[src/eid_pkg.sv]
// package of constants for the external interrupt edge detector
package eid_pkg;
   localparam int unsigned EID_NUM_IN = 5;
   localparam int unsigned EID_SYNC_STAGES = 2;
   localparam logic [4:0] EID_IN_RST = 5'h1F;
   localparam logic [4:0] EID_ZERO5 = 5'h00;
   localparam logic EID_MODE_FALL_ONLY = 1'b1;
   localparam int unsigned EID_IDX_IN0 = 0;
   localparam int unsigned EID_IDX_IN1 = 1;
   localparam int unsigned EID_IDX_IN2 = 2;
   localparam int unsigned EID_IDX_IN3 = 3;
   localparam int unsigned EID_IDX_IN4 = 4;
   localparam logic [4:0] EID_WAKE_MASK = 5'h1E;
endpackage

[src/eid_edge_detect.sv]
// edge detector for five external interrupt inputs with wake-up request
//
// Operation
// [RULE1] input zero: falling edge only when mode bit 0 set, else both edges
// [RULE2] input one: falling edge only when mode bit 1 is set
// [RULE3] input one: both edges when mode bit 1 is clear
// [RULE4] an active edge on input one wakes from power-down
// [RULE5] input two: falling edge only, also wakes from power-down
// [RULE6] input three: falling edge only, also wakes from power-down
// [RULE7] input four: falling edge only, also wakes from power-down
// [RULE8] inputs synchronised first; edge sets pending flag held until cleared
`timescale 1ns/1ps
`default_nettype none
module eid_edge_detect
   import eid_pkg::*;
(
   input wire logic i_ref_clk,
   input wire logic i_rst_n,
   input wire logic [eid_pkg::EID_NUM_IN-1:0] i_ext_irq_in,
   input wire logic i_edge_mode_sel0,
   input wire logic i_edge_mode_sel1,
   input wire logic i_power_down,
   input wire logic [eid_pkg::EID_NUM_IN-1:0] i_irq_clear,
   output logic [eid_pkg::EID_NUM_IN-1:0] o_irq_pending,
   output logic o_wake
);
   import eid_pkg::*;

   // ***************************************
   // state and decode signals
   // ***************************************
   logic [EID_NUM_IN-1:0] sync1_reg;
   logic [EID_NUM_IN-1:0] sync1_next;
   logic [EID_NUM_IN-1:0] sync2_reg;
   logic [EID_NUM_IN-1:0] sync2_next;
   logic [EID_NUM_IN-1:0] prev_reg;
   logic [EID_NUM_IN-1:0] prev_next;
   logic [EID_NUM_IN-1:0] fall;
   logic [EID_NUM_IN-1:0] rise;
   logic [EID_NUM_IN-1:0] active_next;
   logic [EID_NUM_IN-1:0] pending_keep;
   logic [EID_NUM_IN-1:0] pending_reg;
   logic [EID_NUM_IN-1:0] pending_next;
   logic wake_reg;
   logic wake_next;

   // ***************************************
   // helper functions
   // ***************************************
   // high before, low now
   function automatic logic [EID_NUM_IN-1:0] eid_fall_vec(
      input logic [EID_NUM_IN-1:0] prev_v,
      input logic [EID_NUM_IN-1:0] cur_v
   );
      eid_fall_vec = prev_v & ~cur_v;
   endfunction

   // low before, high now
   function automatic logic [EID_NUM_IN-1:0] eid_rise_vec(
      input logic [EID_NUM_IN-1:0] prev_v,
      input logic [EID_NUM_IN-1:0] cur_v
   );
      eid_rise_vec = ~prev_v & cur_v;
   endfunction

   // one input with a mode bit: falling only, or both edges
   function automatic logic eid_sel_edge(
      input logic fall_bit,
      input logic rise_bit,
      input logic mode_bit
   );
      logic hit;
      hit = fall_bit; // see [RULE2]
      if (mode_bit != EID_MODE_FALL_ONLY)
      begin
         hit = fall_bit | rise_bit; // see [RULE3]
      end
      eid_sel_edge = hit;
   endfunction

   // any active edge on an input that may wake the device
   function automatic logic eid_wake_hit(
      input logic [EID_NUM_IN-1:0] active_v
   );
      logic [EID_NUM_IN-1:0] masked;
      masked = active_v & EID_WAKE_MASK;
      eid_wake_hit = masked != EID_ZERO5;
   endfunction

   // ***************************************
   // synchroniser chain
   // ***************************************
   // pins idle high, so the chain resets high and no false edge follows reset
   // only the second stage reads the first, never the edge logic
   always_comb
   begin
      sync1_next = i_ext_irq_in; // see [RULE8]
      sync2_next = sync1_reg;
      prev_next = sync2_reg;
   end

   always_ff @(posedge i_ref_clk or negedge i_rst_n)
   begin
      if (!i_rst_n)
      begin
         sync1_reg <= EID_IN_RST;
      end
      else
      begin
         sync1_reg <= sync1_next;
      end
   end

   always_ff @(posedge i_ref_clk or negedge i_rst_n)
   begin
      if (!i_rst_n)
      begin
         sync2_reg <= EID_IN_RST;
      end
      else
      begin
         sync2_reg <= sync2_next;
      end
   end

   // edge history, one cycle behind the second stage
   always_ff @(posedge i_ref_clk or negedge i_rst_n)
   begin
      if (!i_rst_n)
      begin
         prev_reg <= EID_IN_RST;
      end
      else
      begin
         prev_reg <= prev_next;
      end
   end

   // ***************************************
   // edge detection
   // ***************************************
   always_comb
   begin
      fall = eid_fall_vec(prev_reg, sync2_reg);
      rise = eid_rise_vec(prev_reg, sync2_reg);
   end

   // ***************************************
   // edge selection
   // ***************************************
   always_comb
   begin
      active_next = fall;
      // input zero: mode bit picks falling only or both edges
      active_next[EID_IDX_IN0] = eid_sel_edge(
         fall[EID_IDX_IN0],
         rise[EID_IDX_IN0],
         i_edge_mode_sel0
      ); // see [RULE1]
      // input one: same choice through its own mode bit
      active_next[EID_IDX_IN1] = eid_sel_edge(
         fall[EID_IDX_IN1],
         rise[EID_IDX_IN1],
         i_edge_mode_sel1
      ); // see [RULE2] see [RULE3]
      // inputs two to four have no mode, falling edges only
      active_next[EID_IDX_IN2] = fall[EID_IDX_IN2]; // see [RULE5]
      active_next[EID_IDX_IN3] = fall[EID_IDX_IN3]; // see [RULE6]
      active_next[EID_IDX_IN4] = fall[EID_IDX_IN4]; // see [RULE7]
   end

   // ***************************************
   // pending flags
   // ***************************************
   // set wins over clear, so an edge in the clearing cycle is never lost
   always_comb
   begin
      pending_keep = pending_reg & ~i_irq_clear;
      pending_next = pending_keep | active_next; // see [RULE8]
   end

   always_ff @(posedge i_ref_clk or negedge i_rst_n)
   begin
      if (!i_rst_n)
      begin
         pending_reg <= EID_ZERO5;
      end
      else
      begin
         pending_reg <= pending_next;
      end
   end

   // ***************************************
   // power-down wake
   // ***************************************
   // a one-cycle pulse; input zero never wakes the device
   always_comb
   begin
      wake_next = i_power_down && eid_wake_hit(active_next); // see [RULE4] see [RULE5]
      // inputs three and four share the mask, see [RULE6] see [RULE7]
   end

   always_ff @(posedge i_ref_clk or negedge i_rst_n)
   begin
      if (!i_rst_n)
      begin
         wake_reg <= 1'h0;
      end
      else
      begin
         wake_reg <= wake_next;
      end
   end

   // ***************************************
   // outputs
   // ***************************************
   assign o_irq_pending = pending_reg;
   assign o_wake = wake_reg;
endmodule
`default_nettype wire

[config.mk]
export PLATFORM = sky130hd
export DESIGN_NAME = eid_edge_detect
export DESIGN_NICKNAME = d
export VERILOG_FILES = /design/src/eid_pkg.sv /design/src/eid_edge_detect.sv
export SDC_FILE = /design/constraint.sdc
export NUM_CORES = 1
export LEC_CHECK = 0
export ABC_CLOCK_PERIOD_IN_PS = 1500
export BUFFER_PORTS_ARGS = -buffer_cell sky130_fd_sc_hd__buf_2
export CORE_UTILIZATION = 46
export DETAILED_ROUTE_END_ITERATION = 7
export HOLD_SLACK_MARGIN = 0.1
export PLACE_DENSITY = 0.71
export SLEW_MARGIN = 10
export SYNTH_ARGS = -nofsm -noshare
export SYNTH_HDL_FRONTEND = slang
export SYNTH_SLANG_ARGS = --single-unit
export TNS_END_PERCENT = 50
[constraint.sdc]
create_clock -name i_ref_clk -period 1.5 [get_ports i_ref_clk]
set_input_delay 0.3 -clock i_ref_clk [delete_from_list [all_inputs] [get_ports i_ref_clk]]
set_output_delay 0.3 -clock i_ref_clk [all_outputs]
set_load 0.02 [all_outputs]
==> flow_metrics.tcl <==
set metrics [dict create \
    fin_crit_sh_pct 85.3 \
    cts_max_level 1 \
    timing.max_cap.violations 0 \
    setup_tns_ps 0 \
    cts_made_buffers 3 \
    worstReg2RegEnd "o_irq_pending[1]" \
    min_path_cells 2 \
    yosysTopAreaCellShare_pct 57.9 \
    diodes 0 \
    status "finished clean" \
    post_cts_buffers 0 \
    tightest_slew_ps 442 \
    synth_cell_type_count 12 \
    cts-resized-gates 0 \
    die_w_um 40.5 \
    wl_per_cell_um 10.7 \
    synth-seq-cells 21 \
    max-clock-path-buffers 2 \
    syn_inst 43 \
    cp.arrival_ps 1450 \
    dp_slack_ps 225 \
    rrSetupSlack_ps 220 \
    cts_hold_buf 6 \
    grt_pass1_wl_mm 1.37 \
    synthFlopType "dfstp_2" \
    ant_nets 0 \
    leakage_nw 0.438 \
    met1_usage_pct 15.2 \
    ir_drop_mv 0.613 \
    synth_edf_count 0 \
    yosys_warnings 0 \
    multiInputGateArea_um2 98.8 \
    yosys.area_share.simple_pct 1.47 \
    worstPathRequired_ps 1670 \
    layout_min_cycle_time_ps 1280 \
    startpoint_type "flip-flop" \
    critical_path_class "reg2reg" \
    place_area_um2 800 \
    rows 13 \
    use_met3_pct 5.00 \
    vias 383 \
    cts.sinks 21 \
    initial_core_util_pct 51.0 \
    r2r_cells 5 \
    report.final.setup_viol 0 \
    portBuffers 20 \
    grt-busiest-layer "met2" \
    cts_root_buffer "clkbuf_4" \
    syn_area_per_cell_um2 15.8 \
    drtIter0Drc 3 \
    grt_max_degree 22 \
    synth_top_area_cell "dfstp_2" \
    drc 0 \
    layout_setup_ws_ps 220 \
    drive_gt1_share_pct 53.4 \
    synthMuxAreaShare_pct 1.47 \
    rsz0062_at_grt "no" \
    hold_viol_final 0 \
    dieArea_um2 1640 \
    grt_pass1_vias 334 \
    gp_congestion 0.598 \
    post-route-util_pct 66.4 \
    io-pin-count 21 \
    timing.rr.start "prev_next[1]" \
    seqCellArea_um2 544 \
    slew_viol_final 0 \
    clock_latency_ps 290 \
    grt_antenna_before_repair 0 \
    syn_area_um2 681 \
    first_pass_iters 2 \
    synth.area.top_cells "dfstp_2, dfrtp_1, inv_1, ha_1, o22ai_1" \
    synth_fa_ha_area_share_pct 3.68 \
    synth.most_common_cell "dfstp_2" \
    final_net_count 91 \
    synth_fp_nets 60 \
    final_area_um2 886 \
    via_per_inst 4.35 \
    grt.met2_usage_pct 22.2 \
    cellPowerDensity_nw_per_um2 1130 \
    crit_path_end_kind "flip-flop" \
    fmax_ghz 0.782 \
    clk_pin_slew_ps 100 \
    fillers 103 \
    slew_headroom_pct 70.5 \
    power.total_w 0.000999 \
    cts_tree "built" \
    min_to "o_irq_pending[3]" \
    finalClockSkew_ps 2.89 \
    synth_common_cells "dfstp_2, inv_1, dfrtp_1" \
    holdCritStartpoint "i_irq_clear[3]" \
    synth-compound-area-share_pct 7.90 \
    async_flop_share_pct 100 \
    grt_use_total_pct 14.0 \
    die_y_um 40.5 \
    ys_seq_area_share_pct 80.0 \
    path_max_fanout 2 \
    worst_hold_path_type "in2reg" \
    synth_xor_area_share_pct 0 \
    drt-total-wl_um 938 \
    core_area_um2 1330 \
    synth_top_family_by_area "compound AO/OA/AOI/OAI gates" \
    hpwlAfterDp_um 655 \
    crit_path_start "prev_next[1]" \
    syn_to_final_growth_pct 30.1 \
    grt.overflow.total 0 \
]
[final cells by class]
type	instances	area share (%)
Inverter	10	4.24
Sequential cell	21	61.4
Multi-Input combinational cell	12	11.2
Clock buffer	4	2.97
Timing Repair Buffer	26	18.1
Tap cell	15	2.12
[cells by family after synthesis]
kind of cell	after synthesis
fa+ha+maj	2
compound gates	7
buf+inv	10
simple gates	2
mux	1
flops	21
[layout by cell type (no fill, tap or decap)]
master         instances
inv_1                 10
o221ai_1               1
dfrtp_1                6
dfstp_2               15
nand2b_1               1
o22ai_1                2
nand2_1                1
clkbuf_1               1
mux2i_1                1
dlygate4sd3_1          6
a21boi_2               1
ha_1                   2
buf_2                 20
o21ai_0                2
clkbuf_4               3
o221a_1                1
[metal layers]
layer	vias to the layer above	routed length [um]
li1	198	-
met1	168	433
met2	15	446
met3	2	51
met4	0	7
met5	-	0
[power breakdown]
| part | total [W] | internal [W] | switching, W | leakage, nW |
|---|---|---|---|---|
| logic | 0.000110 | 0.0000508 | 0.0000596 | 0.194 |
| clock network | 0.000254 | 0.000103 | 0.000151 | 0.0150 |
| registers | 0.000634 | 0.000619 | 0.0000148 | 0.230 |
| total | 0.000999 | 0.000773 | 0.000225 | 0.438 |
[per-stage QoR]
step	instances	hold slack, ps
final	88	175
after global routing	88	159
after CTS	88	162
after detailed placement	78	265
after global placement	78	264
after floorplan	43	4.41
[worst max-delay path: stages (launching register included)]
cell and delay [ps]:
dfstp_2 540, inv_1 40, ha_1 260, inv_1 30, mux2i_1 180, o21ai_0 120
[worst max path at each step]
stage                                   to
after floorplan           o_irq_pending[1]
after global placement    o_irq_pending[1]
after detailed placement  o_irq_pending[1]
after CTS                 o_irq_pending[1]
after global routing      o_irq_pending[1]
final                     o_irq_pending[1]
Power figures use the tool's default switching activity.
